`config.mk`:
```
export PLATFORM = sky130hd
export DESIGN_NAME = port_one_config
export DESIGN_NICKNAME = d
export VERILOG_FILES = /design/src/port_one_pkg.sv /design/src/divider_source_mux.sv /design/src/pin_router.sv /design/src/port_one_config.sv
export SDC_FILE = /design/constraint.sdc
export NUM_CORES = 1
export LEC_CHECK = 0
export BUFFER_PORTS_ARGS = -buffer_cell sky130_fd_sc_hd__buf_4
export CORE_MARGIN = 10
export CORE_UTILIZATION = 35
export DETAILED_ROUTE_END_ITERATION = 8
export RECOVER_POWER = 100
export SLEW_MARGIN = 20
export SYNTH_ARGS = -nofsm -noshare
export SYNTH_HDL_FRONTEND = slang
export SYNTH_HIERARCHICAL = 1
export SYNTH_SLANG_ARGS = --single-unit
```
`constraint.sdc`:
```
create_clock -name sys_clk_i -period 5.8 [get_ports sys_clk_i]
set_clock_uncertainty 0.15 [all_clocks]
set_input_delay 0.87 -clock sys_clk_i [delete_from_list [all_inputs] [get_ports sys_clk_i]]
set_output_delay 0.87 -clock sys_clk_i [all_outputs]
set_load 0.01 [all_outputs]
```
`src/port_one_pkg.sv`:
```
// Shared constants and types for serial port one pin and framing configuration
package port_one_pkg;

  // Register offsets on page one
  localparam logic [7:0] OFF_SLOT_OFFSET = 8'h03;
  localparam logic [7:0] OFF_KEEPER      = 8'h05;
  localparam logic [7:0] OFF_BITCLOCK    = 8'h08;
  localparam logic [7:0] OFF_WORDCLOCK   = 8'h09;
  localparam logic [7:0] OFF_DATA_ROUTE  = 8'h0c;
  localparam logic [7:0] OFF_DIV_SOURCE  = 8'h0d;
  localparam logic [7:0] PAGE_ONE        = 8'h01;

  // Reset values
  localparam logic [7:0] RST_SLOT_OFFSET = 8'h00;
  localparam logic [7:0] RST_KEEPER      = 8'h00;
  localparam logic [7:0] RST_BITCLOCK    = 8'h00;
  localparam logic [7:0] RST_WORDCLOCK   = 8'h08;
  localparam logic [7:0] RST_DATA_ROUTE  = 8'h00;
  localparam logic [7:0] RST_DIV_SOURCE  = 8'h01;

  // Writable bit masks; reserved bits read as zero
  localparam logic [7:0] MASK_SLOT_OFFSET = 8'hff;
  localparam logic [7:0] MASK_KEEPER      = 8'h80;
  localparam logic [7:0] MASK_BITCLOCK    = 8'h7b;
  localparam logic [7:0] MASK_WORDCLOCK   = 8'h7a;
  localparam logic [7:0] MASK_DATA_ROUTE  = 8'h7b;
  localparam logic [7:0] MASK_DIV_SOURCE  = 8'h07;

  // Field positions
  localparam int KEEPER_BIT   = 7;
  localparam int SEL_LSB      = 3;
  localparam int INVERT_BIT   = 1;
  localparam int FREE_RUN_BIT = 0;
  localparam int OUTSEL_LSB   = 0;
  localparam int DIVSRC_LSB   = 0;

  // Pin selector codes
  localparam logic [3:0] PIN_GP_LAST  = 4'h9;
  localparam logic [3:0] PIN_GPI_ONE  = 4'hc;
  localparam logic [3:0] PIN_GPI_LAST = 4'he;
  localparam int         NUM_GP       = 10;
  localparam int         NUM_GPI      = 3;

  // Framing field codes
  localparam logic [2:0] FMT_I2S  = 3'h0;
  localparam logic [2:0] FMT_DSP  = 3'h1;
  localparam logic [2:0] FMT_RJF  = 3'h2;
  localparam logic [2:0] FMT_LJF  = 3'h3;
  localparam logic [2:0] FMT_MONO = 3'h4;

  // Serial-out source codes
  localparam logic [1:0] OUT_PATH_SENSE = 2'h0;
  localparam logic [1:0] OUT_LOOP_ONE   = 2'h1;
  localparam logic [1:0] OUT_LOOP_TWO   = 2'h2;
  localparam logic [1:0] OUT_PATH_PORT  = 2'h3;

  // Divider source codes
  localparam logic [2:0] DIV_MULT    = 3'h0;
  localparam logic [2:0] DIV_DAC_MOD = 3'h1;
  localparam logic [2:0] DIV_ADC_MOD = 3'h3;
  localparam logic [2:0] DIV_P1_BCLK = 3'h4;
  localparam logic [2:0] DIV_P2_BCLK = 3'h6;

  // Register read or write request from the control interface
  typedef struct packed {
    logic       wr;
    logic       rd;
    logic [7:0] page;
    logic [7:0] addr;
    logic [7:0] wdata;
  } reg_req_t;

  // Routed clock and data inputs after selection
  typedef struct packed {
    logic bitclock;
    logic wordclock;
    logic serial_in;
    logic valid;
  } routed_t;

  // Source clocks for the bit-clock divider
  typedef struct packed {
    logic mult_clk;
    logic dac_mod_clk;
    logic adc_mod_clk;
    logic port_two_bclk;
  } div_sources_t;

endpackage : port_one_pkg
```
`src/divider_source_mux.sv`:
```
// Chooses the bit-clock divider source by a three-bit code
`timescale 1ns/10ps
module divider_source_mux (
  input  wire logic [2:0]                 sel_i,
  input  wire port_one_pkg::div_sources_t src_i,
  input  wire logic                       port_one_bclk_i,
  output logic                            clk_o,
  output logic                            valid_o
);

  // Reserved codes give a quiet low source
  always_comb begin
    clk_o   = 1'b0;
    valid_o = 1'b1;
    case (sel_i)
      port_one_pkg::DIV_MULT:    clk_o = src_i.mult_clk;
      port_one_pkg::DIV_DAC_MOD: clk_o = src_i.dac_mod_clk;
      port_one_pkg::DIV_ADC_MOD: clk_o = src_i.adc_mod_clk;
      port_one_pkg::DIV_P1_BCLK: clk_o = port_one_bclk_i;
      port_one_pkg::DIV_P2_BCLK: clk_o = src_i.port_two_bclk;
      default:                   valid_o = 1'b0;
    endcase
  end

endmodule // divider_source_mux

```
`src/pin_router.sv`:
```
// Selects one pin from general purpose and input-only pins by a four-bit code
`timescale 1ns/10ps
module pin_router (
  input  wire logic [3:0] sel_i,
  input  wire logic [9:0] gp_pins_i,
  input  wire logic [2:0] gpi_pins_i,
  output logic            pin_o,
  output logic            valid_o
);

  logic [15:0] table_v;

  // One entry per code; reserved codes pick nothing and read low
  for (genvar k = 0; k < 16; k++) begin : g_code
    if (k < port_one_pkg::NUM_GP) begin : g_gp
      assign table_v[k] = gp_pins_i[k];
    end else if (k >= int'(port_one_pkg::PIN_GPI_ONE) &&
                 k < int'(port_one_pkg::PIN_GPI_ONE) + port_one_pkg::NUM_GPI) begin : g_gpi
      assign table_v[k] = gpi_pins_i[k - int'(port_one_pkg::PIN_GPI_ONE)];
    end else begin : g_res
      assign table_v[k] = 1'b0;
    end
  end

  // Reserved codes flag invalid so the port treats the source as absent
  always_comb begin
    valid_o = (sel_i <= port_one_pkg::PIN_GP_LAST) ||
              (sel_i >= port_one_pkg::PIN_GPI_ONE && sel_i <= port_one_pkg::PIN_GPI_LAST);
    pin_o   = valid_o ? table_v[sel_i] : 1'b0;
  end

endmodule // pin_router

```
`src/port_one_config.sv`:
```
// Serial port one pin routing, polarity, loopback and divider source configuration
`timescale 1ns/10ps
module port_one_config (
  input  wire logic                       sys_clk_i,
  input  wire logic                       rst_n_i,
  input  wire port_one_pkg::reg_req_t     req_i,
  input  wire logic [2:0]                 framing_i,
  input  wire logic                       idle_tristate_en_i,
  input  wire logic                       data_done_i,
  input  wire logic                       port_active_i,
  input  wire logic                       codec_up_i,
  input  wire logic                       sense_up_i,
  input  wire logic                       port_out_en_i,
  input  wire logic                       processed_data_i,
  input  wire logic                       port_two_serial_in_i,
  input  wire logic [9:0]                 gp_pins_i,
  input  wire logic [2:0]                 gpi_pins_i,
  input  wire logic                       int_bitclock_i,
  input  wire logic                       int_wordclock_i,
  input  wire port_one_pkg::div_sources_t div_src_i,
  output logic [7:0]                      rdata_o,
  output logic [7:0]                      slot_offset_o,
  output logic                            dsp_offset_active_o,
  output port_one_pkg::routed_t           routed_o,
  output logic                            divider_clk_o,
  output logic                            divider_src_valid_o,
  output logic                            bitclock_out_o,
  output logic                            bitclock_oe_n_o,
  output logic                            wordclock_out_o,
  output logic                            wordclock_oe_n_o,
  output logic                            serial_out_o,
  output logic                            serial_out_oe_n_o,
  output logic                            keeper_on_o
);

  typedef struct packed {
    logic [7:0]            slot_offset;
    logic [7:0]            keeper;
    logic [7:0]            bitclock;
    logic [7:0]            wordclock;
    logic [7:0]            data_route;
    logic [7:0]            div_source;
    logic                  in_tail;
    logic [7:0]            rdata;
    logic                  dsp_off;
    port_one_pkg::routed_t routed;
    logic                  div_clk;
    logic                  div_ok;
    logic                  bclk_out;
    logic                  bclk_oe_n;
    logic                  wclk_out;
    logic                  wclk_oe_n;
    logic                  sout;
    logic                  sout_oe_n;
    logic                  keeper_on;
  } state_t;

  state_t st;
  state_t next_st;

  logic       bclk_raw;
  logic       bclk_ok;
  logic       wclk_raw;
  logic       wclk_ok;
  logic       sin_raw;
  logic       sin_ok;
  logic       div_clk_w;
  logic       div_ok_w;
  logic       page_hit;
  logic       bclk_inv;
  logic       wclk_inv;
  logic       free_run;
  logic [1:0] out_sel;

  // Three pin selectors share one encoding
  pin_router u_bclk_router (
    .sel_i      (st.bitclock[port_one_pkg::SEL_LSB +: 4]),
    .gp_pins_i  (gp_pins_i),
    .gpi_pins_i (gpi_pins_i),
    .pin_o      (bclk_raw),
    .valid_o    (bclk_ok)
  );

  pin_router u_wclk_router (
    .sel_i      (st.wordclock[port_one_pkg::SEL_LSB +: 4]),
    .gp_pins_i  (gp_pins_i),
    .gpi_pins_i (gpi_pins_i),
    .pin_o      (wclk_raw),
    .valid_o    (wclk_ok)
  );

  pin_router u_sin_router (
    .sel_i      (st.data_route[port_one_pkg::SEL_LSB +: 4]),
    .gp_pins_i  (gp_pins_i),
    .gpi_pins_i (gpi_pins_i),
    .pin_o      (sin_raw),
    .valid_o    (sin_ok)
  );

  // Divider source picks from internal clocks or routed bit clocks
  divider_source_mux u_div_mux (
    .sel_i           (st.div_source[port_one_pkg::DIVSRC_LSB +: 3]),
    .src_i           (div_src_i),
    .port_one_bclk_i (bclk_raw),
    .clk_o           (div_clk_w),
    .valid_o         (div_ok_w)
  );

  // Field views of the current registers
  assign page_hit = (req_i.page == port_one_pkg::PAGE_ONE);
  assign bclk_inv = st.bitclock[port_one_pkg::INVERT_BIT];
  assign wclk_inv = st.wordclock[port_one_pkg::INVERT_BIT];
  assign free_run = st.bitclock[port_one_pkg::FREE_RUN_BIT];
  assign out_sel  = st.data_route[port_one_pkg::OUTSEL_LSB +: 2];

  // Next-state logic for registers, routing and output drive
  always_comb begin
    next_st = st;

    // Register writes keep reserved bits at zero
    if (req_i.wr && page_hit) begin
      if (req_i.addr == port_one_pkg::OFF_SLOT_OFFSET) begin
        next_st.slot_offset = req_i.wdata & port_one_pkg::MASK_SLOT_OFFSET;
      end else if (req_i.addr == port_one_pkg::OFF_KEEPER) begin
        next_st.keeper = req_i.wdata & port_one_pkg::MASK_KEEPER;
      end else if (req_i.addr == port_one_pkg::OFF_BITCLOCK) begin
        next_st.bitclock = req_i.wdata & port_one_pkg::MASK_BITCLOCK;
      end else if (req_i.addr == port_one_pkg::OFF_WORDCLOCK) begin
        next_st.wordclock = req_i.wdata & port_one_pkg::MASK_WORDCLOCK;
      end else if (req_i.addr == port_one_pkg::OFF_DATA_ROUTE) begin
        next_st.data_route = req_i.wdata & port_one_pkg::MASK_DATA_ROUTE;
      end else if (req_i.addr == port_one_pkg::OFF_DIV_SOURCE) begin
        next_st.div_source = req_i.wdata & port_one_pkg::MASK_DIV_SOURCE;
      end
    end

    // Read data registered; unmapped or other pages read zero
    next_st.rdata = 8'h00;
    if (req_i.rd && page_hit) begin
      if (req_i.addr == port_one_pkg::OFF_SLOT_OFFSET) begin
        next_st.rdata = st.slot_offset;
      end else if (req_i.addr == port_one_pkg::OFF_KEEPER) begin
        next_st.rdata = st.keeper;
      end else if (req_i.addr == port_one_pkg::OFF_BITCLOCK) begin
        next_st.rdata = st.bitclock;
      end else if (req_i.addr == port_one_pkg::OFF_WORDCLOCK) begin
        next_st.rdata = st.wordclock;
      end else if (req_i.addr == port_one_pkg::OFF_DATA_ROUTE) begin
        next_st.rdata = st.data_route;
      end else if (req_i.addr == port_one_pkg::OFF_DIV_SOURCE) begin
        next_st.rdata = st.div_source;
      end
    end

    // Offset only meaningful in DSP framing; right-justified ignores it
    next_st.dsp_off = (framing_i == port_one_pkg::FMT_DSP) && (st.slot_offset != 8'h00);

    // Polarity applied after routing; reserved codes give no source
    next_st.routed.bitclock  = bclk_ok && (bclk_raw ^ bclk_inv);
    next_st.routed.wordclock = wclk_ok && (wclk_raw ^ wclk_inv);
    next_st.routed.serial_in = sin_ok && sin_raw;
    next_st.routed.valid     = bclk_ok && wclk_ok && sin_ok;
    next_st.div_clk          = div_clk_w;
    next_st.div_ok           = div_ok_w;

    // Clock outputs gated unless free-running
    next_st.bclk_out  = int_bitclock_i ^ bclk_inv;
    next_st.wclk_out  = int_wordclock_i ^ wclk_inv;
    next_st.bclk_oe_n = !(free_run || (port_active_i && codec_up_i));
    next_st.wclk_oe_n = !(free_run || (port_active_i && codec_up_i));

    // Tail of frame: set when data ends, cleared when port goes idle
    if (data_done_i) begin
      next_st.in_tail = 1'b1;
    end else if (!port_active_i) begin
      next_st.in_tail = 1'b0;
    end

    // Serial-out source and buffer enable
    case (out_sel)
      port_one_pkg::OUT_PATH_SENSE: begin
        next_st.sout      = processed_data_i;
        next_st.sout_oe_n = !sense_up_i;
      end
      port_one_pkg::OUT_LOOP_ONE: begin
        next_st.sout      = st.routed.serial_in;
        next_st.sout_oe_n = !port_out_en_i;
      end
      port_one_pkg::OUT_LOOP_TWO: begin
        next_st.sout      = port_two_serial_in_i;
        next_st.sout_oe_n = !port_out_en_i;
      end
      default: begin
        next_st.sout      = processed_data_i;
        next_st.sout_oe_n = !port_out_en_i;
      end
    endcase
    if (idle_tristate_en_i && (data_done_i || st.in_tail)) begin
      next_st.sout_oe_n = 1'b1;
    end

    // Keeper is powered down only while the pin floats; new keeper bit so a write lines up with the pin
    next_st.keeper_on = !(next_st.keeper[port_one_pkg::KEEPER_BIT] && next_st.sout_oe_n);
  end

  // Single state register; synchronous reset
  always_ff @(posedge sys_clk_i) begin
    if (!rst_n_i) begin
      st             <= '0;
      st.slot_offset <= port_one_pkg::RST_SLOT_OFFSET;
      st.keeper      <= port_one_pkg::RST_KEEPER;
      st.bitclock    <= port_one_pkg::RST_BITCLOCK;
      st.wordclock   <= port_one_pkg::RST_WORDCLOCK;
      st.data_route  <= port_one_pkg::RST_DATA_ROUTE;
      st.div_source  <= port_one_pkg::RST_DIV_SOURCE;
      st.bclk_oe_n   <= 1'b1;
      st.wclk_oe_n   <= 1'b1;
      st.sout_oe_n   <= 1'b1;
      st.keeper_on   <= 1'b1;
    end else begin
      st <= next_st;
    end
  end

  // Outputs straight from state
  assign rdata_o             = st.rdata;
  assign slot_offset_o       = st.slot_offset;
  assign dsp_offset_active_o = st.dsp_off;
  assign routed_o            = st.routed;
  assign divider_clk_o       = st.div_clk;
  assign divider_src_valid_o = st.div_ok;
  assign bitclock_out_o      = st.bclk_out;
  assign bitclock_oe_n_o     = st.bclk_oe_n;
  assign wordclock_out_o     = st.wclk_out;
  assign wordclock_oe_n_o    = st.wclk_oe_n;
  assign serial_out_o        = st.sout;
  assign serial_out_oe_n_o   = st.sout_oe_n;
  assign keeper_on_o         = st.keeper_on;

  // Checks on register and output behaviour
  a_clock_gate_off: assert property (@(posedge sys_clk_i) disable iff (!rst_n_i)
    (!free_run && !(port_active_i && codec_up_i)) |=> bitclock_oe_n_o && wordclock_oe_n_o)
    else $error("clock driven while port idle");
  a_free_run_on: assert property (@(posedge sys_clk_i) disable iff (!rst_n_i)
    free_run |=> !bitclock_oe_n_o)
    else $error("free-running clock not driven");
  a_keeper_pwrdn: assert property (@(posedge sys_clk_i) disable iff (!rst_n_i)
    (st.keeper[port_one_pkg::KEEPER_BIT] && serial_out_oe_n_o) |-> !keeper_on_o)
    else $error("keeper on while output floats");
  a_keeper_default: assert property (@(posedge sys_clk_i) disable iff (!rst_n_i)
    !st.keeper[port_one_pkg::KEEPER_BIT] |-> keeper_on_o)
    else $error("keeper off while disabled");
  a_sense_enable: assert property (@(posedge sys_clk_i) disable iff (!rst_n_i)
    (out_sel == port_one_pkg::OUT_PATH_SENSE && !sense_up_i && !data_done_i) |=> serial_out_oe_n_o)
    else $error("output enabled without sensing");
  a_loop_one_data: assert property (@(posedge sys_clk_i) disable iff (!rst_n_i)
    (out_sel == port_one_pkg::OUT_LOOP_ONE) |=> serial_out_o == $past(st.routed.serial_in))
    else $error("loopback one data mismatch");
  a_loop_two_data: assert property (@(posedge sys_clk_i) disable iff (!rst_n_i)
    (out_sel == port_one_pkg::OUT_LOOP_TWO) |=> serial_out_o == $past(port_two_serial_in_i))
    else $error("loopback two data mismatch");
  a_port_enable: assert property (@(posedge sys_clk_i) disable iff (!rst_n_i)
    (out_sel == port_one_pkg::OUT_PATH_PORT && !idle_tristate_en_i) |=> serial_out_oe_n_o == !$past(port_out_en_i))
    else $error("port enable not followed");
  a_tail_tristate: assert property (@(posedge sys_clk_i) disable iff (!rst_n_i)
    (idle_tristate_en_i && data_done_i) |=> serial_out_oe_n_o)
    else $error("output driven in frame tail");
  a_reserved_route: assert property (@(posedge sys_clk_i) disable iff (!rst_n_i)
    !bclk_ok |=> !routed_o.bitclock && !routed_o.valid)
    else $error("reserved code routed a pin");
  a_div_reserved: assert property (@(posedge sys_clk_i) disable iff (!rst_n_i)
    (st.div_source[port_one_pkg::DIVSRC_LSB +: 3] == 3'h2) |=> !divider_src_valid_o)
    else $error("reserved divider source valid");
  a_offset_write: assert property (@(posedge sys_clk_i) disable iff (!rst_n_i)
    (req_i.wr && page_hit && req_i.addr == port_one_pkg::OFF_SLOT_OFFSET) |=> slot_offset_o == $past(req_i.wdata))
    else $error("slot offset not stored");
  a_bclk_invert: assert property (@(posedge sys_clk_i) disable iff (!rst_n_i)
    bclk_ok |=> routed_o.bitclock == ($past(bclk_raw) ^ $past(bclk_inv)))
    else $error("bit clock polarity wrong");
  a_wclk_invert: assert property (@(posedge sys_clk_i) disable iff (!rst_n_i)
    wclk_ok |=> routed_o.wordclock == ($past(wclk_raw) ^ $past(wclk_inv)))
    else $error("word clock polarity wrong");

endmodule // port_one_config

```
# Word level (Yosys, flattened, before mapping)
# Index checks and enable logic that the tools add are counted.
# Widths: inputs -> output; s select.
[op_classes] n_lt_le_gt_ge=12 n_reduce_logical=33 n_mux=32 n_bitwise=9 eq_ne=15
[ops] op="$mux 40" count=2
[ops] op="$mux 7" count=6
[ops] op="$eq 8x4->1 const B" count=4
[ops] op="$mux 31" count=1
[ops] op="$le 4x4->1 const B" count=6
[ops] op="$mux 8" count=3
[ops] op="$mux 23" count=1
[ops] op="$lt 4x5->1 const B" count=3
[ops] op="$mux 15" count=1
[ops] op="$logic_and 1x1->1" count=14
[ops] op="$bmux 1 s4" count=3
[ops] op="$ge 4x4->1 const B" count=3
[ops] op="$mux 1" count=10
[ops] op="$mux 3" count=3
[ops] op="$eq 8x1->1 const B" count=1
[ops] op="$eq 8x2->1 const B" count=1
[ops] op="$eq 8x3->1 const B" count=1
[ops] op="$reduce_bool 8->1" count=1
[ops] op="$reduce_and 7->1" count=1
[ops] op="$eq 3x1->1 const B" count=2
[ops] op="$eq 3x3->1 const B" count=2
[ops] op="$pmux 2 s3" count=1
[ops] op="$reduce_and 6->1" count=1
[ops] op="$logic_or 1x1->1" count=5
[ops] op="14 further kinds" count=25
[word_totals] in_bits=58 register_bits=51

# Logic depth before layout (Yosys ltp)
# Gate-level depths: netlist of the first run.
[depth] depth_word=10 mapped_depth=9 mapped_depth_nobuf=8

# Cells and area by module
# Netlist of the first run, hierarchy kept.
[by_module_without_submodules] module="port_one_config" area_each_um2=2238.4 seq_area_each_um2=1021.0 n_inst=1 cells_each=234
[by_module_without_submodules] module="pin_router" area_each_um2=151.4 seq_area_each_um2=0.0 n_inst=3 cells_each=17
[by_module_without_submodules] module="divider_source_mux" area_each_um2=60.1 seq_area_each_um2=0.0 n_inst=1 cells_each=8

# Worst setup path after synthesis of the first run
# OpenSTA, ideal clock, no wires.
[synth_timing] kind="input to register" from="in req_i[13] in the netlist's numbering" to="reg st, in the netlist keeper_on_o" arrival_time_ns=2.439 path_buffers=0 cell_stages=4 path_slack_ns=3.097 setup_ns=0.114 cell_sequence="or4_4 -> or4_4 -> or3_1 -> a21o_1"
[synth_between] elab_chain_cells=6
[synth_rtl] element="start, declared" line="port_one_config.sv:6" source="input wire port_one_pkg::reg_req_t req_i,"
[synth_rtl] element="$eq 8x3->1" line="port_one_config.sv:124" source="end else if (req_i.addr == port_one_pkg::OFF_KEEPER) begin"
[synth_rtl] element="$mux 8" line="port_one_config.sv:124"
[synth_rtl] element="$mux 40 (*)" line="port_one_config.sv:122" source="if (req_i.addr == port_one_pkg::OFF_SLOT_OFFSET) begin"
[synth_rtl] element="$mux 40 (*)" line="port_one_config.sv:121" source="if (req_i.wr && page_hit) begin"
[synth_rtl] element="$logic_and 1x1->1 (*)" line="port_one_config.sv:203" source="next_st.keeper_on = !(next_st.keeper[port_one_pkg::KEEPER_BIT] && next_st.sout_oe_n);"
[synth_rtl] element="$logic_not 1->1 (*)" line="port_one_config.sv:203"
[synth_rtl] element="end signal, assigned" line="port_one_config.sv:221" source="st <= next_st;"
[synth_rtl] element="end, declared" line="port_one_config.sv:58" source="state_t st;"
# Every way passes the cells marked *; elsewhere a longest branch is shown, timed or not.
# A chain may end at the register's enable or synchronous reset.

# Worst setup path after layout of the first run
[layout_timing] from="in rst_n_i" to="reg st, in the netlist rdata_o[6]"
[layout_between] elab_chain_cells=1
[layout_rtl] element="start, declared" line="port_one_config.sv:5" source="input wire logic rst_n_i,"
[layout_rtl] element="$reduce_and 2->1 (no line)"
# No other way between the ends.

==> results by group, run 1 <==
Worst hold path
  • Min-delay worst type: register to register
  • WHS Endpoint: slot_offset_o[4]$_SDFFE_PN0P_
  • Worst Hold Launch: slot_offset_o[4]$_SDFFE_PN0P_
  • Hold depth: 2

Clock tree
  • H-tree depth: 2
  • TritonCTS clock tree: done
  • Postcts setup bufs: 0
  • Skew-Pair Late Insertion Delay: 0.31 ns
  • TritonCTS Buffers: 5
  • Clock Tree Root: clkbuf_8
  • Hold Buf Count CTS: 0
  • Clock transition at path regs: 0.09 ns
  • PostCTS Resize Cnt: 0
  • Clk buf depth: 2
  • Clock sink count: 51

Power
  • Net load switching power: 0.000154 W
  • Total chip power: 0.000634 W
  • P_int: 0.000480 W
  • Clock share of power: roughly 32%
  • Sw Share: about a quarter
  • Peak VDD IR: 0.0988 mV
  • Combinational Power Share: 11.8%
  • Leakage power: 1.33 nW
  • Reg power frac: a little under three fifths
  • Pwr/cell area: 194 mW/mm^2

Routing
  • DRT Wirelength: between 7000 and 8000 um
  • WL/cell: 17.2 um
  • DRT Pass-1 Iters: 4
  • Antenna viol nets, final: 0
  • DR iter-0 viols: around 130
  • Detailed-route via count: 2342
  • DRC: 0
  • Avg Vias per Cell: 5.14

Logic synthesis
  • Yosys reg bits: 51
  • Seq/Total Area, Yosys: 37.1%
  • Post-synth top area share: about 37%
  • Synth warn: 6
  • Synthesized cell area: approximately 0.0028 mm^2
  • Post-Synthesis Cells: between 200 and 300
  • Ys flop type: dfxtp_1
  • EDFF count, synth: 0
  • Average size of a mapped cell: roughly 9.4 um^2
  • Dominant cell type by area after synthesis: dfxtp_1
  • Top post-synthesis cells by area: dfxtp_1 (37%), mux2i_1 (14%), buf_4 (5.7%), nand2_1 (5.6%), mux4_1 (2.9%)
  • Library cells used by synthesis: slightly below 50
  • Synth async-reset ratio: 0%
  • Syn_nets: 351

Global route
  • Largest net degree at the start of global routing: 52
  • Vias in the first global route: 2257
  • M1 GR Usage: 16.2%
  • Total global routing overflow: 0
  • First-pass GRT wire length: approximately 12000 um
  • Met3 usage: 3.24%
  • Busiest layer in global routing: met2
  • Initial antenna violation count: 0
  • Met2 Use GR: about a fifth
  • Tot GR Track Use: 12.9%

Timing
  • Worst slew pin tran: between 2 and 2.5 ns
  • Max-slew headroom: -41.9%
  • Final setup fails: 0
  • RSZ-0062 raised after global routing: no
  • Final period utilization: 57.5%
  • Final hold vios: 0
  • Max frequency: about 300 MHz
  • Max Slew Vio Count: 52
  • Setup TNS: 0 ns
  • Fin crit period: ~3.3 ns
  • Post-route setup slack: 2.47 ns

Critical path
  • Kind of critical path: input pin to register
  • Type of origin of the critical path: input pin
  • FF-to-FF path depth: 8
  • Critical Path Max Stage Delay: 1.48 ns
  • CP arrival: 3.41 ns
  • R2r endpoint: divider_clk_o$_SDFF_PN0_
  • Crit-path slowest cell: clkbuf_1
  • Crit end category: register
  • Delay-heaviest family, CP: buffers and inverters
  • Worst R2R Start: st[50]$_SDFFE_PN0P_
  • Required @ worst endpoint: 5.88 ns
  • CP Max Fanout: 51
  • Crit path cell chain: clkbuf_1 -> nand4_1 -> nor2_1
  • CP Buf/Inv Count: 1
  • Register-to-register setup slack: between 3 and 4 ns

Layout
  • Nets: 411
  • Most common cell after layout, fill and taps aside: buf_4
  • Layout area overhead: 18.9%
  • Most frequent cells in the layout: buf_4 (56), dfxtp_1 (51), nand2_1 (41)
  • N_diodes: 0
  • Fraction of layout cells with a size suffix above 1: roughly a fifth

Floorplan
  • Die area: 0.0118 mm^2
  • Die Wd: between 100 and 150 um
  • Die Y: approximately 110 um
  • I/O pins: 88
  • Core ar.: 0.00769 mm^2
  • Initial Utilization: 35.8%
  • Num rows: 32

Placed design
  • Detailed placer's ending HPWL: between 6000 and 7000 um
  • Worst slack at placement: 2.70 ns
  • Final Wtd Congestion: 0.845
  • IO Port Bufs: 87

Run
  • # Max-Cap Violations: 1

Status
  • Status: complete, but fails checks
  • Violated checks: max-capacitance violations, max-slew violations
## power by group through the flow
| stage | sequential (W) | combinational (W) | clock, W |
|---|---|---|---|
| after floorplan | 0.000365 | 0.0000337 | 0 |
| after global placement | 0.000364 | 0.0000778 | 0 |
| after detailed placement | 0.000364 | 0.0000786 | 0 |
| after CTS | 0.000356 | 0.0000789 | 0.000207 |
| after global routing | 0.000356 | 0.0000826 | 0.000225 |
| final | 0.000355 | 0.0000746 | 0.000204 |
## synthesized netlist by cell type (2+ instances only)
library cell	instances
a21oi_1	7
a221o_1	3
o311ai_1	3
xor2_1	4
nand2b_1	5
or4_4	2
nor3b_1	2
nand4b_1	4
nand2_1	41
buf_4	21
o31ai_1	2
mux2_4	3
nor3_1	2
dfxtp_1	51
o21ai_0	2
a21o_1	2
o32a_1	3
and2_1	5
nand3_1	9
a22oi_1	6
nor2_1	18
mux2_2	2
nor4_1	4
and3_1	4
mux2_1	4
mux4_1	3
nor2b_1	7
inv_1	2
nand4_1	3
mux2i_1	38
o22ai_1	3
clkbuf_1	9
buf_6	3
## through the flow
step           cells  utilization, %  area [um^2]  hold WS [ns]
2_1_floorplan    293               -         2750         0.301
3_3_place_gp     448            43.0         3300         0.335
3_5_place_dp     448            43.0         3300         0.341
4_1_cts          456            44.1         3390         0.357
5_1_grt          456            42.6         3270         0.380
6_report         456            42.6         3270         0.354
## tightest hold or removal path: stages (launching register included)
cell     delay, ns
dfxtp_1       0.35
nand2_1       0.06
mux2i_1       0.05
## cell families after synthesis
| logic type | synth area share [%] |
|---|---|
| compound gates | 10.6 |
| xor+xnor | 1.27 |
| buf+inv | 8.64 |
| flops | 37.1 |
| mux | 21.6 |
| simple gates | 20.8 |
## metal layers
metal / part of all wire (%) / wire (um)
met3: 5.2 / 412
met5: 0 / 0
met1: 45 / 3500
met2: 49 / 3860
met4: 1.2 / 91
## flip-flops by register name, summed over array words and instances, names as in the netlist
name                 flops
bclk_inv                 1
bitclock_out_o           1
divider_clk_o            1
divider_src_valid_o      1
dsp_offset_active_o      1
free_run                 1
keeper_on_o              1
out_sel                  2
rdata_o                  8
routed_o                 4
serial_out_o             1
serial_out_oe_n_o        1
slot_offset_o            8
st                      18
wordclock_oe_n_o         1
wordclock_out_o          1
## worst max-delay path by stage
stage / startpoint / slack (ns) / depth (start not counted) / end
2_1_floorplan: req_i[13] / 3.10 / 4 / keeper_on_o$_SDFF_PN1_
4_1_cts: req_i[17] / 3.02 / 5 / slot_offset_o[7]$_SDFFE_PN0P_
3_3_place_gp: req_i[17] / 2.81 / 5 / slot_offset_o[1]$_SDFFE_PN0P_
5_1_grt: rst_n_i / 2.10 / 3 / rdata_o[6]$_SDFF_PN0_
3_5_place_dp: req_i[17] / 2.70 / 5 / slot_offset_o[7]$_SDFFE_PN0P_
6_report: rst_n_i / 2.47 / 3 / rdata_o[6]$_SDFF_PN0_
## cell type report
class	count	area (um^2)
well taps	102	128
clock inverters	2	12.5
clock buffers	6	72.6
repair buffers	87	537
multi-input cells	206	1490
flip-flops and latches	51	1020
fillers	804	4420
inverters	2	7.51
Note: power is estimated with default switching activity, not from simulation.
==> run 2, diff against run 1 <==
- clock period: 5.8 -> 3.45 ns (I/O delays scaled with it)
==> results by group, run 2 (same netlist as run 1, synthesis figures left out) <==
Layout
  • Number of fillers in the final layout: 826
  • N_diodes: 0
  • Nets: 412
  • Layout area overhead: 18.7%
  • Most common cell after layout, fill and taps aside: buf_4
  • Post-route cell area: 0.00327 mm^2
  • Most frequent cells in the layout: buf_4 (55), dfxtp_1 (51), nand2_1 (41)
  • Final Util: 42.5%
  • Largest register FFs: 18
  • Fraction of layout cells with a size suffix above 1: 19.7%
  • Most flop-heavy register: st

Power
  • Pwr/cell area: 324 mW/mm^2
  • Combinational Power Share: 11.8%
  • Clock share of power: between 30% and 40%
  • Reg power frac: 56.5%
  • Net load switching power: 0.000252 W
  • P_int: 0.000807 W
  • Sw Share: 23.8%
  • Peak VDD IR: 0.143 mV
  • Total chip power: 0.00106 W
  • Leakage power: about 1.3 nW

Placed design
  • Cell area after placement: 0.00331 mm^2
  • Detailed placer's ending HPWL: 6030 um
  • Final Wtd Congestion: 0.848
  • IO Port Bufs: a little under 90

Critical path
  • Register-to-register setup slack: 1.07 ns
  • Crit end category: register
  • Critical Path Max Stage Delay: 0.52 ns
  • CP arrival: 2.52 ns
  • CP Max Fanout: 8
  • Required @ worst endpoint: 3.53 ns
  • Crit path cell chain: clkbuf_4 -> nor4b_1 -> nand3_1 -> nor3_1 -> clkbuf_1 -> mux2i_1
  • Kind of critical path: input pin to register
  • Crit-path slowest cell: clkbuf_1
  • Type of origin of the critical path: input pin

Timing
  • Max frequency: approximately 410 MHz
  • Worst slew pin tran: 0.641 ns
  • Max Slew Vio Count: 0
  • RSZ-0062 raised after global routing: no
  • Setup TNS: 0 ns
  • Max-slew headroom: 57.3%
  • Final setup fails: 0
  • Final hold vios: 0
  • Fin crit period: 2.44 ns
  • Final period utilization: 70.8%

Floorplan
  • Core ar.: 0.00769 mm^2
  • Die Y: between 100 and 150 um
  • Die area: approximately 0.012 mm^2
  • Initial Utilization: about 36%
  • Die Wd: 109 um
  • I/O pins: 88
  • Num rows: 32

Clock tree
  • Skew-Pair Late Insertion Delay: 0.31 ns
  • Clock sink count: 51
  • Hold Buf Count CTS: 0
  • Clock transition at path regs: 0.09 ns
  • Clock Tree Root: clkbuf_8
  • PostCTS Resize Cnt: 0
  • H-tree depth: 2
  • TritonCTS Buffers: 5
  • TritonCTS clock tree: done
  • Clk buf depth: 2
  • Postcts setup bufs: 0

Global route
  • Largest net degree at the start of global routing: 52
  • Initial antenna violation count: 0
  • Vias in the first global route: ~2300
  • Total global routing overflow: 0
  • First-pass GRT wire length: between 10000 and 15000 um
  • Tot GR Track Use: 12.8%

Routing
  • WL/cell: between 15 and 20 um
  • DRT Wirelength: 7820 um
  • Avg Vias per Cell: 5.09
  • DR iter-0 viols: 133
  • DRC: 0
  • DRT Pass-1 Iters: 4
  • Detailed-route via count: around 2300
  • Antenna viol nets, final: 0

Worst hold path
  • Min-delay worst type: input pin to register

Status
  • Status: finished, final reports clean

Run
  • # Max-Cap Violations: 0
==> run 2: critical path, delay by kind of cell <==
family / cells / cell delay (ns)
AND/OR/NAND/NOR: 3 / 1.13
buffers and inverters: 2 / 0.63
multiplexers: 1 / 0.24
==> run 2: stage by stage <==
step	setup slack, ns	hold slack, ns	instances
final	1.01	0.305	457
after global routing	0.827	0.317	457
after CTS	1.06	0.297	457
after detailed placement	0.749	0.341	449
after global placement	0.848	0.335	449
after floorplan	1.10	0.301	293
==> run 2: worst paths after layout <==
| path | endpoint | depth (start not counted) | startpoint |
|---|---|---|---|
| worst max-delay path | slot_offset_o[6]$_SDFFE_PN0P_ | 6 | req_i[17] |
| worst min-delay path | st[22]$_SDFFE_PN0P_ | 3 | data_done_i |
| worst max register to register | divider_clk_o$_SDFF_PN0_ | 8 | st[50]$_SDFFE_PN0P_ |
| worst min register to register | free_run$_SDFFE_PN0P_ | 2 | free_run$_SDFFE_PN0P_ |
==> run 2: area by class of cell <==
class | instances | area [um^2] | share of cell area (%)
tap | 102 | 128 | 3.91
multi-input combinational | 206 | 1480 | 45.3
inverter | 2 | 7.51 | 0.230
clock inverter | 2 | 12.5 | 0.383
timing repair buffer | 88 | 544 | 16.7
sequential | 51 | 1020 | 31.3
clock buffer | 6 | 72.6 | 2.22
==> run 2: routing by layer <==
| layer | GRT usage (%) | up-vias | part of all wire, % |
|---|---|---|---|
| li1 | - | 1163 | - |
| met1 | 16.1 | 1097 | 45 |
| met2 | 21.4 | 62 | 49 |
| met3 | 3.01 | 5 | 5.3 |
| met4 | 3.67 | 0 | 1.1 |
| met5 | 0 | - | 0 |
==> run 2: power by group through the flow <==
stage          Sequential (W)  Clock, W  Combinational, W
2_1_floorplan        0.000614         0         0.0000567
3_5_place_dp         0.000612         0          0.000132
3_3_place_gp         0.000612         0          0.000130
5_1_grt              0.000599  0.000376          0.000138
4_1_cts              0.000598  0.000347          0.000133
6_report             0.000598  0.000336          0.000125
